### src/hw/ifn_params.svh
`ifndef IFN_PARAMS_SVH
`define IFN_PARAMS_SVH
`define IFN_OFF_FLAGS_A 8'h00
`define IFN_OFF_FLAGS_B 8'h04
`define IFN_OFF_CTRL_A 8'h08
`define IFN_OFF_CTRL_B 8'h0C
`define IFN_OFF_PRIO_C 8'h10
`define IFN_OFF_PRIO_D 8'h14
`define IFN_OFF_PIN_FLAGS 8'h18
`define IFN_OFF_STATUS 8'h1C
`define IFN_A_TX 7
`define IFN_A_RX 5
`define IFN_A_ERR 4
`define IFN_B_CONV 4
`define IFN_B_TX 3
`define IFN_B_RX 1
`define IFN_B_ERR 0
`define IFN_CA_NMI_RISE 0
`define IFN_CB_MASK_ALL 15
`define IFN_CB_OVERRIDE 14
`define IFN_FLAGS_RST 8'h00
`define IFN_PRIO_RST 16'h0000
`define IFN_NMI_LEVEL 5'h10
`endif

### src/hw/ifn_pkg.sv
package ifn_pkg;
  typedef struct packed {
    logic port_a_tx;
    logic port_a_rx;
    logic port_a_err;
    logic [3:0] dma_end;
    logic conv_end;
    logic port_b_tx;
    logic port_b_rx;
    logic port_b_err;
  } ifn_periph_s;
  typedef struct packed {
    logic cpu_block_bit;
    logic [3:0] cpu_mask_level;
    logic sleep;
    logic standby;
    logic rtc_in_use;
    logic rtc_tick;
  } ifn_cpu_s;
  typedef enum logic [1:0] {IFN_SRC_NONE, IFN_SRC_NMI, IFN_SRC_PIN} ifn_src_e;
endpackage

### src/hw/ifn_edge_det.sv
`timescale 1ns/100ps
module ifn_edge_det #(
  parameter int W = 1
) (
  input wire logic pclk,
  input wire logic presetn,
  input wire logic en,
  input wire logic [W-1:0] pin,
  input wire logic [W-1:0] rise,
  output logic [W-1:0] edge_o
);
  logic [W-1:0] prev_q;

  if (W < 1) begin : g_bad
    $error("ifn_edge_det: W must be at least 1");
  end

  always_ff @(posedge pclk or negedge presetn) begin
    if (!presetn) prev_q <= '0;
    else if (en) prev_q <= pin;
  end

  // A change towards the selected level; rise=1 picks rising edges
  assign edge_o = en ? ((pin ^ prev_q) & ~(pin ^ rise)) : '0;
endmodule // ifn_edge_det

### src/hw/ifn_irq_flags.sv
`timescale 1ns/100ps
`include "ifn_params.svh"
module ifn_irq_flags #(
  parameter int NPINS = 6
) (
  input wire logic pclk,
  input wire logic presetn,
  input wire logic psel,
  input wire logic penable,
  input wire logic pwrite,
  input wire logic [7:0] paddr,
  input wire logic [31:0] pwdata,
  output logic [31:0] prdata,
  output logic pready,
  output logic pslverr,
  input wire ifn_pkg::ifn_periph_s periph,
  input wire ifn_pkg::ifn_cpu_s cpu,
  input wire logic nmi_pin,
  input wire logic [NPINS-1:0] irq_pin,
  input wire logic nmi_ack,
  output logic int_req,
  output logic [4:0] int_level,
  output ifn_pkg::ifn_src_e int_src,
  output logic nmi_req,
  output logic wake
);
  if (NPINS < 1 || NPINS > 8) begin : g_bad
    $error("ifn_irq_flags: NPINS must be 1 to 8");
  end

  logic [7:0] flags_a_q;
  logic [7:0] flags_a_d;
  logic [7:0] flags_b_q;
  logic [7:0] flags_b_d;
  logic nmi_rise_q;
  logic mask_all_q;
  logic override_q;
  logic [NPINS-1:0] edge_mode_q;
  logic [15:0] prio_c_q;
  logic [15:0] prio_d_q;
  logic [NPINS-1:0] pin_flag_q;
  logic [NPINS-1:0] pin_flag_d;
  logic [NPINS-1:0] read_one_q;
  logic [NPINS-1:0] read_one_d;
  logic nmi_pend_q;
  logic [31:0] prdata_q;
  logic pready_q;
  logic pslverr_q;
  logic int_req_q;
  logic [4:0] int_level_q;
  ifn_pkg::ifn_src_e int_src_q;
  logic nmi_req_q;
  logic wake_q;

  // APB decode: read data is prepared in the setup cycle, answer in the first access cycle
  wire setup = psel & ~penable;
  wire acc = psel & penable & pready_q;
  wire wr = acc & pwrite;
  wire rd = acc & ~pwrite;
  wire hit_fa = paddr == `IFN_OFF_FLAGS_A;
  wire hit_fb = paddr == `IFN_OFF_FLAGS_B;
  wire hit_ca = paddr == `IFN_OFF_CTRL_A;
  wire hit_cb = paddr == `IFN_OFF_CTRL_B;
  wire hit_pc = paddr == `IFN_OFF_PRIO_C;
  wire hit_pd = paddr == `IFN_OFF_PRIO_D;
  wire hit_pf = paddr == `IFN_OFF_PIN_FLAGS;
  wire hit_st = paddr == `IFN_OFF_STATUS;
  wire hit = hit_fa | hit_fb | hit_ca | hit_cb | hit_pc | hit_pd | hit_pf | hit_st;
  wire wr_ca = wr & hit_ca;
  wire wr_cb = wr & hit_cb;
  wire wr_pc = wr & hit_pc;
  wire wr_pd = wr & hit_pd;
  wire wr_pf = wr & hit_pf;
  wire rd_pf = rd & hit_pf;

  // Peripheral flags are fixed wiring of the live request lines
  always_comb begin
    flags_a_d = `IFN_FLAGS_RST;
    flags_a_d[`IFN_A_TX] = periph.port_a_tx;
    flags_a_d[`IFN_A_RX] = periph.port_a_rx;
    flags_a_d[`IFN_A_ERR] = periph.port_a_err;
    flags_a_d[3:0] = periph.dma_end;
    flags_b_d = `IFN_FLAGS_RST;
    flags_b_d[`IFN_B_CONV] = periph.conv_end;
    flags_b_d[`IFN_B_TX] = periph.port_b_tx;
    flags_b_d[`IFN_B_RX] = periph.port_b_rx;
    flags_b_d[`IFN_B_ERR] = periph.port_b_err;
  end

  // Pins run at the RTC tick rate in standby, when the peripheral clock would be stopped
  wire pin_en = cpu.standby ? cpu.rtc_tick : 1'b1;
  wire [NPINS-1:0] pin_edge;
  wire nmi_edge;

  ifn_edge_det #(
    .W(NPINS)
  ) u_pin_edge (
    .pclk(pclk),
    .presetn(presetn),
    .en(pin_en),
    .pin(irq_pin),
    .rise({NPINS{1'b1}}),
    .edge_o(pin_edge)
  );

  ifn_edge_det #(
    .W(1)
  ) u_nmi_edge (
    .pclk(pclk),
    .presetn(presetn),
    .en(1'b1),
    .pin(nmi_pin),
    .rise(nmi_rise_q),
    .edge_o(nmi_edge)
  );

  // Only a bit seen as 1 by a read may be cleared, so a fresh edge is never lost
  wire [NPINS-1:0] clr = {NPINS{wr_pf}} & ~pwdata[NPINS-1:0] & read_one_q & edge_mode_q;
  // Named so the checks can look one cycle back at them
  wire [NPINS-1:0] clr_only = clr & ~pin_edge;
  wire [NPINS-1:0] edge_keep = pin_flag_q & edge_mode_q & ~clr;

  always_comb begin
    for (int i = 0; i < NPINS; i++) begin
      if (edge_mode_q[i]) pin_flag_d[i] = pin_edge[i] | (pin_flag_q[i] & ~clr[i]);
      else pin_flag_d[i] = pin_en ? irq_pin[i] : pin_flag_q[i];
    end
  end

  assign read_one_d = rd_pf ? (read_one_q | prdata_q[NPINS-1:0]) : (read_one_q & ~clr);

  wire [31:0] prio_all = {prio_d_q, prio_c_q};
  wire [3:0] pin_best;

  ifn_prio #(
    .N(NPINS)
  ) u_prio (
    .lvl(prio_all[4*NPINS-1:0]),
    .req(pin_flag_q),
    .best(pin_best)
  );

  wire low_power = cpu.sleep | cpu.standby;
  wire nmi_ok = ~mask_all_q & (override_q | ~cpu.cpu_block_bit | low_power);
  wire nmi_take = nmi_pend_q & nmi_ok;
  wire pin_take = pin_best > cpu.cpu_mask_level;
  // Only a level is offered; the CPU mask level gates the pins here, never the NMI
  wire [4:0] level_d = nmi_take ? `IFN_NMI_LEVEL : (pin_take ? {1'b0, pin_best} : 5'h00);
  wire ifn_pkg::ifn_src_e src_d = nmi_take ? ifn_pkg::IFN_SRC_NMI :
                                  (pin_take ? ifn_pkg::IFN_SRC_PIN : ifn_pkg::IFN_SRC_NONE);
  wire wake_d = (nmi_take & low_power) | (cpu.standby & cpu.rtc_in_use & pin_take);

  wire [31:0] status_w = {23'h000000, nmi_pend_q, nmi_ok, src_d, level_d};
  wire [31:0] ca_w = {31'h00000000, nmi_rise_q};
  wire [31:0] cb_w = {16'h0000, mask_all_q, override_q, 6'h00, 8'(edge_mode_q)};

  // Byte-wide registers sit in the low bits of the word; the rest reads zero
  function automatic logic [31:0] word8(input logic [7:0] v);
    return {24'h000000, v};
  endfunction

  wire [31:0] rd_mux = hit_fa ? word8(flags_a_q) :
                       hit_fb ? word8(flags_b_q) :
                       hit_ca ? ca_w :
                       hit_cb ? cb_w :
                       hit_pc ? {16'h0000, prio_c_q} :
                       hit_pd ? {16'h0000, prio_d_q} :
                       hit_pf ? word8(8'(pin_flag_q)) :
                       hit_st ? status_w : 32'h00000000;

  always_ff @(posedge pclk or negedge presetn) begin
    if (!presetn) begin
      pready_q <= 1'b0;
      pslverr_q <= 1'b0;
      prdata_q <= 32'h00000000;
    end else begin
      pready_q <= setup;
      pslverr_q <= setup & ~hit;
      if (setup & ~pwrite) prdata_q <= rd_mux;
    end
  end

  // Read-only flags: writes to them are accepted and dropped
  always_ff @(posedge pclk or negedge presetn) begin
    if (!presetn) begin
      flags_a_q <= `IFN_FLAGS_RST;
      flags_b_q <= `IFN_FLAGS_RST;
    end else begin
      flags_a_q <= flags_a_d;
      flags_b_q <= flags_b_d;
    end
  end

  always_ff @(posedge pclk or negedge presetn) begin
    if (!presetn) begin
      nmi_rise_q <= 1'b0;
      mask_all_q <= 1'b0;
      override_q <= 1'b0;
      edge_mode_q <= '0;
      prio_c_q <= `IFN_PRIO_RST;
      prio_d_q <= `IFN_PRIO_RST;
    end else begin
      if (wr_ca) nmi_rise_q <= pwdata[`IFN_CA_NMI_RISE];
      if (wr_cb) mask_all_q <= pwdata[`IFN_CB_MASK_ALL];
      if (wr_cb) override_q <= pwdata[`IFN_CB_OVERRIDE];
      if (wr_cb) edge_mode_q <= pwdata[NPINS-1:0];
      if (wr_pc) prio_c_q <= pwdata[15:0];
      if (wr_pd) prio_d_q <= pwdata[15:0];
    end
  end

  always_ff @(posedge pclk or negedge presetn) begin
    if (!presetn) begin
      pin_flag_q <= '0;
      read_one_q <= '0;
      nmi_pend_q <= 1'b0;
    end else begin
      pin_flag_q <= pin_flag_d;
      read_one_q <= read_one_d;
      nmi_pend_q <= nmi_edge | (nmi_pend_q & ~nmi_ack);
    end
  end

  always_ff @(posedge pclk or negedge presetn) begin
    if (!presetn) begin
      int_req_q <= 1'b0;
      int_level_q <= 5'h00;
      int_src_q <= ifn_pkg::IFN_SRC_NONE;
      nmi_req_q <= 1'b0;
      wake_q <= 1'b0;
    end else begin
      int_req_q <= nmi_take | pin_take;
      int_level_q <= level_d;
      int_src_q <= src_d;
      nmi_req_q <= nmi_take;
      wake_q <= wake_d;
    end
  end

  assign prdata = prdata_q;
  assign pready = pready_q;
  assign pslverr = pslverr_q;
  assign int_req = int_req_q;
  assign int_level = int_level_q;
  assign int_src = int_src_q;
  assign nmi_req = nmi_req_q;
  assign wake = wake_q;
endmodule // ifn_irq_flags

### src/hw/ifn_prio.sv
`timescale 1ns/100ps
module ifn_prio #(
  parameter int N = 6
) (
  input wire logic [4*N-1:0] lvl,
  input wire logic [N-1:0] req,
  output logic [3:0] best
);
  if (N < 1) begin : g_bad
    $error("ifn_prio: N must be at least 1");
  end

  // Level 0 never beats the start value, so a zero-level source is ignored
  function automatic logic [3:0] pick(input logic [4*N-1:0] l, input logic [N-1:0] r);
    logic [3:0] m;
    m = 4'h0;
    for (int i = 0; i < N; i++) begin
      if (r[i] && (l[4*i+:4] > m)) m = l[4*i+:4];
    end
    return m;
  endfunction

  assign best = pick(lvl, req);
endmodule // ifn_prio

### config.mk
export PLATFORM = sky130hd
export DESIGN_NAME = ifn_irq_flags
export DESIGN_NICKNAME = d
export VERILOG_FILES = /design/src/hw/ifn_pkg.sv /design/src/hw/ifn_edge_det.sv /design/src/hw/ifn_irq_flags.sv /design/src/hw/ifn_prio.sv
export VERILOG_INCLUDE_DIRS = /design/src /design/src/hw
export SDC_FILE = /design/constraint.sdc
export NUM_CORES = 1
export LEC_CHECK = 0
export ABC_CLOCK_PERIOD_IN_PS = 8800
export BUFFER_PORTS_ARGS = -buffer_cell sky130_fd_sc_hd__buf_2
export CORE_MARGIN = 2
export CORE_UTILIZATION = 45
export CTS_CLUSTER_DIAMETER = 30
export DETAILED_ROUTE_END_ITERATION = 12
export PLACE_DENSITY = 0.7
export SLEW_MARGIN = 20
export SYNTH_ARGS = -nofsm -noshare
export SYNTH_HDL_FRONTEND = slang
export SYNTH_SLANG_ARGS = --single-unit
### constraint.sdc
create_clock -name pclk -period 8.8 [get_ports pclk]
set_input_delay 0.88 -clock pclk [delete_from_list [all_inputs] [get_ports pclk]]
set_output_delay 0.88 -clock pclk [all_outputs]
set_load 0.05 [all_outputs]
## After elaboration in Yosys (flattened, before gate mapping)

Cells that the tools add are included.

- Register bits: 116
- Bits of input ports: 73
- Output and inout port bits: 44
- Word-level logic and storage cells: 157

- $lt $le $gt $ge: 7
- Eq/ne operators: 7
- Multiplexer cells: 33
- Bitwise operators: 71
- Reduce and logical (&&, ||, !) cells: 13

Operator list:

| operator | count |
|---|---|
| $mux W16 | 6 |
| $eq A8 B5 Y1 const B | 4 |
| $and A6 B6 Y6 | 5 |
| $mux W4 | 7 |
| $and A1 B1 Y1 | 26 |
| $gt A4 B4 Y1 | 6 |
| $not A6 Y6 | 4 |
| $or A1 B1 Y1 | 19 |
| $mux W9 | 2 |
| $eq A8 B4 Y1 const B | 2 |
| $mux W1 | 13 |
| $not A1 Y1 | 13 |
| $mux W6 | 2 |
| $reduce_bool A2 Y1 | 6 |
| $eq A8 B3 Y1 const B | 1 |
| $logic_not A8 Y1 | 1 |
| $logic_and A1 B1 Y1 | 6 |
| $or A6 B6 Y6 | 1 |
| $xor A6 B6 Y6 | 1 |
| $mux W5 | 1 |
| $gt A4 B1 Y1 const B | 1 |
| $mux W2 | 2 |
| $xor A1 B1 Y1 | 2 |

## Depth between registers and ports, before layout

Gate-level depths: netlist (run 1).

- Depth in word-level cells: 29
- Depth in mapped cells: 52
- Mapped depth without buffers: 52

## Modules after synthesis

Synthesis (run 1) repeated with hierarchy kept, for this count alone.

- Cells, all modules: 579
- Area, all modules: 5875.6 um^2

Modules (own cells, without submodules):

| module | instances | cells an instance | area each (um^2) | sequential area each (um^2) |
|---|---|---|---|---|
| ifn_irq_flags | 1 | 391 | 4286.6 | 2277.2 |
| ifn_prio | 1 | 151 | 1132.3 | 0.0 |
| ifn_edge_det (u_pin_edge) | 1 | 32 | 392.9 | 150.1 |
| ifn_edge_det (u_nmi_edge) | 1 | 5 | 63.8 | 25.0 |

## Worst setup path before layout (run 1)

No wires, ideal clock.

- Kind: register to register
- Start: reg pin_flag_q[0]
- End: reg prdata_q[2], in the netlist prdata[2]
- Library setup time: 0.110 ns
- Arrival time: 9.118 ns
- Data required time: 8.690 ns
- Slack: -0.428 ns
- Stages on the path, launching flop included: 47
- Path buffers: 0
- Period minus slack after synthesis: 9.228 ns
- Path through: dfrtp_1 and2_2 inv_1 ha_1 nor2b_4 o211ai_2 a21o_1 o21ai_0 ha_1 nand2b_1 nand4_1 a21oi_1 a311oi_1 o211ai_1 a21boi_2 mux2_2 inv_1 ha_1 (+11 left out) nor2_1 a21oi_1 inv_1 ha_1 nor2b_1 o21a_1 o21a_1 o211ai_1 mux2_2 ha_1 nor2b_1 o21ai_0 nand2b_1 a21oi_1 a41o_1 nand2b_1 or3_1 o41ai_1

- Word-level cells in the longest chain between the ends: 28

Ends and longest elaborated chain:

| item | RTL line | RTL |
|---|---|---|
| from (decl) | ifn_irq_flags.sv:41 | `logic [NPINS-1:0] pin_flag_q;` |
| from (signal assigned) | ifn_irq_flags.sv:218 | `pin_flag_q <= pin_flag_d;` |
| $logic_and A1 B1 Y1 * | ifn_prio.sv:18 | `if (r[i] && (l[4*i+:4] > m)) m = l[4*i+:4];` |
| $mux W4 * | ifn_prio.sv:18 |  |
| $gt A4 B4 Y1 | ifn_prio.sv:18 |  |
| $logic_and A1 B1 Y1 | ifn_prio.sv:18 |  |
| $mux W4 * | ifn_prio.sv:18 |  |
| $gt A4 B4 Y1 | ifn_prio.sv:18 |  |
| $logic_and A1 B1 Y1 | ifn_prio.sv:18 |  |
| $mux W4 * | ifn_prio.sv:18 |  |
| (+12 left out) | -- |  |
| $mux W9 * | ifn_irq_flags.sv:169 | `hit_st ? status_w : 32'h00000000;` |
| $mux W9 * | ifn_irq_flags.sv:168 | `hit_pf ? word8(8'(pin_flag_q)) :` |
| $mux W16 * | ifn_irq_flags.sv:167 | `hit_pd ? {16'h0000, prio_d_q} :` |
| $mux W16 * | ifn_irq_flags.sv:166 | `hit_pc ? {16'h0000, prio_c_q} :` |
| $mux W16 * | ifn_irq_flags.sv:165 | `hit_cb ? cb_w :` |
| $mux W16 * | ifn_irq_flags.sv:164 | `hit_ca ? ca_w :` |
| $mux W16 * | ifn_irq_flags.sv:163 | `hit_fb ? word8(flags_b_q) :` |
| $mux W16 * | ifn_irq_flags.sv:162 | `wire [31:0] rd_mux = hit_fa ? word8(flags_a_q) :` |
| to (signal assigned) | ifn_irq_flags.sv:179 | `if (setup & ~pwrite) prdata_q <= rd_mux;` |
| to (decl) | ifn_irq_flags.sv:46 | `logic [31:0] prdata_q;` |

Every way passes the cells marked *; elsewhere a longest branch is shown, timed or not.
A chain may end at the register's enable or synchronous reset.

## Worst setup path after layout (run 1)

Ends and elaborated chain as after synthesis.

==> impl_metrics.yaml, run 1 <==
status:
  status: "complete, but fails checks"
  violations: "setup timing"
layout:
  fin_util_pct: 58.3
  drive_gt1_share_pct: 34.9
  fin_nets: 795
  syn_to_final_growth_pct: 26.5
  num_antenna_cells: 0
  nFillCells: 1013
grt:
  grt_overflow: 0
  grt_use_total_pct: 23.9
  grt_pass1_vias: 4793
  grt_first_pass_wirelength_um: 24400
  antenna_found_initial: 0
  grt_max_degree: 74
clock_network:
  clk_pin_slew_ps: 70
  cts_max_level: 3
  cts_tree: "yes"
  clk_path_buf_depth: 2
  cts_buffers: 9
  clk_latency_ps: 350
  holdBufCountCts: 0
  cts.sinks: 98
  cts_root_buffer: "clkbuf_16"
synth:
  yosys.area_share.adder_pct: 4.50
  synthArstFlopShare_pct: 100
  synth.area.top_cells: "dfrtp_1 44%, mux2_2 8.7%, nand2_1 5.7%, ha_1 4.5%, a21oi_1 3.7%"
  synth_edf_count: 0
  ys.flop_type: "dfrtp_1"
  synth_seq_cells: 98
  synth-xor-area-share_pct: 0.472
  synth_area_um2: 5560
  synthCells: 580
  ys_seq_area_share_pct: 44.1
  synth_warnings: 0
  synth_top_area_cell: "dfrtp_1"
  ys_types: 64
  yosys-top-cells-count: "98 x dfrtp_1, 85 x nand2_1, 43 x mux2_2"
  synth_top_area_share_pct: 44.1
  synth_top_family_by_area: "compound AO/OA/AOI/OAI gates"
  yosysMostFrequentCell: "dfrtp_1"
  muxShareOfSynthArea_pct: 11.4
  synthSimpleGateAreaFrac_pct: 16.5
  synth_compound_area_share_pct: 17.0
  syn_area_per_cell_um2: 9.59
setup_path:
  max_stage_delay_ps: 410
  worst-setup-path-type: "reg2reg"
  worst_ep_arrival_time_ps: 9120
  crit_path_top_delay_cell: "dfrtp_1"
  r2r_end: "prdata[2]$_DFFE_PN0P_"
  regToRegStartpoint: "pin_flag_q[0]$_DFFE_PN0P_"
  cp-end-kind: "register"
  r2r_slack_ps: -70
  crit_path_start_kind: "register"
  critPathMaxFanout: 5
  r2r_cells: 47
  timing.critical_path.required_ps: 9050
drt:
  wl_per_cell_um: 17.9
  drt-total-wl_um: 15700
  drc: 0
  routed_via_density: 5.59
  first_pass_iters: 5
  num_vias: 4892
  drtAntennaViolNets: 0
  drt-initial-drc-count: 298
power_and_ir_drop:
  irDropWorstVdd_v: 0.000100
  cellLeakagePower_nw: 3.37
  p_per_area_nw_per_um2: 154
floorplan:
  core_area_um2: 12100
  die_w_um: 115
  design.die.area_um2: 13300
  rows: 40
  ios: 117
  die_h_um: 115
  initial_core_util_pct: 46.1
sta:
  min_period_over_period_pct: 101
  max_slew.worst_pin.slew_ps: 1020
  final.setup_skew_ps: 8.66
  rsz0062_at_grt: "true"
  slew_violations: 0
  fmax_mhz: 113
  final_hold_viol_count: 0
  slew_headroom_pct: 31.5
  finalSetupViolations: 4
  tns_ps: -206
  period_minus_slack_ps: 8870
  setup_ws_ps: -70.3
placed_design:
  hpwl_um: 11500
  io_buffers: 84
  gp_congestion: 0.871
run:
  drv_cap: 0
min_path:
  hp-class: "in2async"
[what timing repair did]
item / in CTS / in global routing
pin swaps: 13 / 28
setup endpoints to repair: 6 / 12
resized for setup: 22 / 30
buffers inserted: 8 / 12
[power by group]
part / switching [mW] / internal [mW]
combinational: 0.140 / 0.0849
sequential: 0.0119 / 0.467
clock: 0.176 / 0.202
total: 0.328 / 0.755
[worst max-delay path by stage]
stage                            endpoint                      start  slack, ps
finish              prdata[2]$_DFFE_PN0P_  pin_flag_q[0]$_DFFE_PN0P_        -70
global route        prdata[0]$_DFFE_PN0P_  pin_flag_q[0]$_DFFE_PN0P_       -440
CTS                 prdata[2]$_DFFE_PN0P_  pin_flag_q[0]$_DFFE_PN0P_         -4
detailed placement  prdata[3]$_DFFE_PN0P_  pin_flag_q[0]$_DFFE_PN0P_       -340
global placement    prdata[2]$_DFFE_PN0P_  pin_flag_q[0]$_DFFE_PN0P_         20
floorplan           prdata[2]$_DFFE_PN0P_  pin_flag_q[0]$_DFFE_PN0P_         10
[worst max-delay path, delay by kind of cell, from the launching register on]
kind	cells	cell delay [ps]
compound gates	21	3320
simple gates	11	1680
mux	5	1550
fa+ha+maj	6	1370
buf+inv	4	430
flops	1	410
[cells by family after synthesis]
kind of cell / count (synthesis)
simple gates: 189
fa+ha+maj: 20
xor+xnor: 3
flops: 98
other cells: 1
compound gates: 142
mux: 57
buf+inv: 70
[per-stage QoR]
step | setup slack (ps) | power [mW] | std cells | hold WS [ps] | instance area [µm²]
finish | -70.3 | 1.08 | 875 | 422 | 7030
global route | -438 | 1.12 | 875 | 445 | 7030
CTS | -3.50 | 1.07 | 863 | 443 | 6800
detailed placement | -338 | 0.684 | 839 | 462 | 6340
global placement | 22.0 | 0.679 | 839 | 452 | 6340
floorplan | 10.1 | 0.617 | 595 | 439 | 5690
[per-layer routing]
metal / part of all wire, % / vias up / track usage, % / wire (µm)
met5: 0 / - / 0 / 0
met4: 2.0 / 0 / 7.71 / 307
met3: 5.0 / 26 / 4.96 / 779
met2: 49 / 173 / 40.0 / 7640
met1: 44 / 2404 / 31.0 / 6940
li1: - / 2289 / - / -
[sequential cells by signal (all words and copies together), names as in the netlist, 2 cells and up]
signal,cells
edge_mode_q,6
flags_a_q,7
flags_b_q,4
int_level,4
int_src,2
pin_flag_q,6
prdata,16
prio_c_q,16
prio_d_q,16
read_one_q,6
u_pin_edge.prev_q,6
[layout by cell type, fill, tap and decap left out, types with 6 or more instances in the layout]
master,Yosys,routed
nor3_1,13,10
mux2_2,43,40
o21ai_0,30,21
a22oi_1,7,6
inv_1,32,29
buf_2,1,83
a21o_1,6,6
o21ai_1,0,7
ha_4,0,8
o221ai_1,8,8
dfrtp_1,98,98
a21oi_1,41,36
ha_1,20,9
nand3_1,9,9
o31ai_1,9,7
nand2_1,85,84
nor2b_1,9,8
nand3b_1,6,6
clkbuf_16,0,9
conb_1,1,16
nor2_1,26,25
mux2i_1,12,11
buf_4,18,48
and2_1,7,6
[area by class of cell]
type	count	area [µm²]	area share, %
clock buffers	12	246	3.50
clock inverters	4	35.0	0.498
inverters	32	123	1.74
multi-input cells	427	3160	44.9
flip-flops and latches	98	2450	34.9
well taps	168	210	2.99
repair buffers	134	810	11.5
No activity file was read; power rests on OpenSTA's default activity.
==> run 2: changes to the inputs <==
--- a/config.mk
+++ b/config.mk
@@ -9,10 +9,10 @@
 export ABC_CLOCK_PERIOD_IN_PS = 8800
 export BUFFER_PORTS_ARGS = -buffer_cell sky130_fd_sc_hd__buf_2
 export CORE_MARGIN = 2
-export CORE_UTILIZATION = 45
+export CORE_UTILIZATION = 40
 export CTS_CLUSTER_DIAMETER = 30
 export DETAILED_ROUTE_END_ITERATION = 12
-export PLACE_DENSITY = 0.7
+export HOLD_SLACK_MARGIN = 0.03
 export SLEW_MARGIN = 20
 export SYNTH_ARGS = -nofsm -noshare
 export SYNTH_HDL_FRONTEND = slang
==> impl_metrics.yaml, run 2 (synthesis gave the netlist of run 1 again) <==
drt:
  drc: 0
  drt-initial-drc-count: 232
  first_pass_iters: 7
  num_vias: 4789
  drt-total-wl_um: 15700
  drtAntennaViolNets: 0
  wl_per_cell_um: 17.7
  routed_via_density: 5.42
layout:
  layout_common_cells: "97 x dfrtp_1, 84 x nand2_1, 83 x buf_2"
  finalNonFillerCells: 883
  fin_nets: 791
  num_antenna_cells: 0
  drive_gt1_share_pct: 34.4
  syn_to_final_growth_pct: 26.0
  layout_commonest_cell: "dfrtp_1"
  fin_util_pct: 51.1
run:
  drv_cap: 0
placed_design:
  dp.cells: 848
  io_buffers: 84
  hpwl_um: 11800
  gp_congestion: 0.886
floorplan:
  rows: 43
  die_h_um: 122
  core_area_um2: 13700
  die_w_um: 122
  initial_core_util_pct: 40.5
  ios: 117
  design.die.area_um2: 14900
sta:
  fmax_mhz: 114
  finalSetupViolations: 0
  rsz0062_at_grt: "true"
  final.setup_skew_ps: 6.76
  slew_headroom_pct: 33.2
  max_slew.worst_pin.slew_ps: 994
  period_minus_slack_ps: 8740
  final_hold_viol_count: 0
  min_period_over_period_pct: 99.3
  slew_violations: 0
grt:
  grt_overflow: 0
  grt_first_pass_wirelength_um: 25100
  grt_max_degree: 51
  grt_use_total_pct: 21.9
  antenna_found_initial: 0
  grt_pass1_vias: 4830
clock_network:
  cts_root_buffer: "clkbuf_16"
  cts.sinks: 98
  clk_latency_ps: 350
  clk_pin_slew_ps: 80
  cts_max_level: 3
  clk_path_buf_depth: 2
  holdBufCountCts: 0
  cts_tree: "yes"
  cts_buffers: 9
min_path:
  hp-class: "reg2reg"
setup_path:
  critPathMaxFanout: 5
  max_stage_delay_ps: 410
  timing.critical_path.required_ps: 9050
  crit_path_top_delay_cell: "dfrtp_2"
  worst_ep_arrival_time_ps: 8990
  cp-end-kind: "register"
  crit_path_start_kind: "register"
  worst-setup-path-type: "reg2reg"
power_and_ir_drop:
  irDropWorstVdd_v: 0.000105
  cellLeakagePower_nw: 3.36
  p_per_area_nw_per_um2: 159
status:
  status: "finished clean"
run 2: layer usage:
metal / vias to the layer above / GRT usage [%] / share of wire (%)
met5: - / 0 / 0
met4: 0 / 10.3 / 4.0
met3: 31 / 4.17 / 5.8
met2: 142 / 35.5 / 46
met1: 2336 / 28.4 / 44
li1: 2280 / - / -
run 2: area by class of cell:
type / instances / area [µm²]
clock inverters: 7 / 95.1
inverters: 32 / 123
clock buffers: 9 / 225
well taps: 180 / 225
fillers: 1255 / 6710
flip-flops and latches: 98 / 2450
repair buffers: 130 / 772
multi-input cells: 427 / 3120
run 2: metrics by stage:
stage	setup TNS [ps]	hold slack [ps]	setup WS (ps)	total power [mW]	area [µm²]
floorplan	0	439	10.1	0.617	5690
global placement	-274	450	-120	0.676	6340
detailed placement	-1360	459	-305	0.681	6340
CTS	0	476	2.21	1.11	6810
global route	-1280	499	-332	1.16	7010
finish	0	472	64.1	1.11	7010
run 2: report_power, final:
group	total (mW)	switching (mW)	internal, mW
Clock	0.421	0.192	0.229
Sequential	0.480	0.0123	0.467
Combinational	0.214	0.135	0.0787
Total	1.11	0.339	0.775
run 2: worst paths after layout:
kind	from	endpoint	slack (ps)	cells past startpoint
worst max-delay path	pin_flag_q[0]$_DFFE_PN0P_	prdata[2]$_DFFE_PN0P_	60	47
max in group asynchronous	presetn	prio_c_q[7]$_DFFE_PN0P_	7200	2
worst max register to register	pin_flag_q[0]$_DFFE_PN0P_	prdata[2]$_DFFE_PN0P_	60	47
min in group asynchronous	presetn	read_one_q[5]$_DFF_PN0_	540	1
worst min-delay path	u_pin_edge.prev_q[1]$_DFFE_PN0P_	u_pin_edge.prev_q[1]$_DFFE_PN0P_	470	2
worst min register to register	u_pin_edge.prev_q[1]$_DFFE_PN0P_	u_pin_edge.prev_q[1]$_DFFE_PN0P_	470	2
run 2: critical path: cells and delay by family, from the launching register on:
kind / cells / cell delay (ps)
multiplexers: 4 / 1150
AND/OR/NAND/NOR: 12 / 1690
buffers and inverters: 4 / 420
AO/OA/AOI/OAI: 21 / 3560
flip-flops: 1 / 410
adder cells (fa/ha/maj): 6 / 1390
run 2: what timing repair did:
item	4_1_cts	5_1_grt
pin swaps	13	26
gates resized for setup	15	29
endpoints found under the setup margin	6	11
buffers inserted	10	9
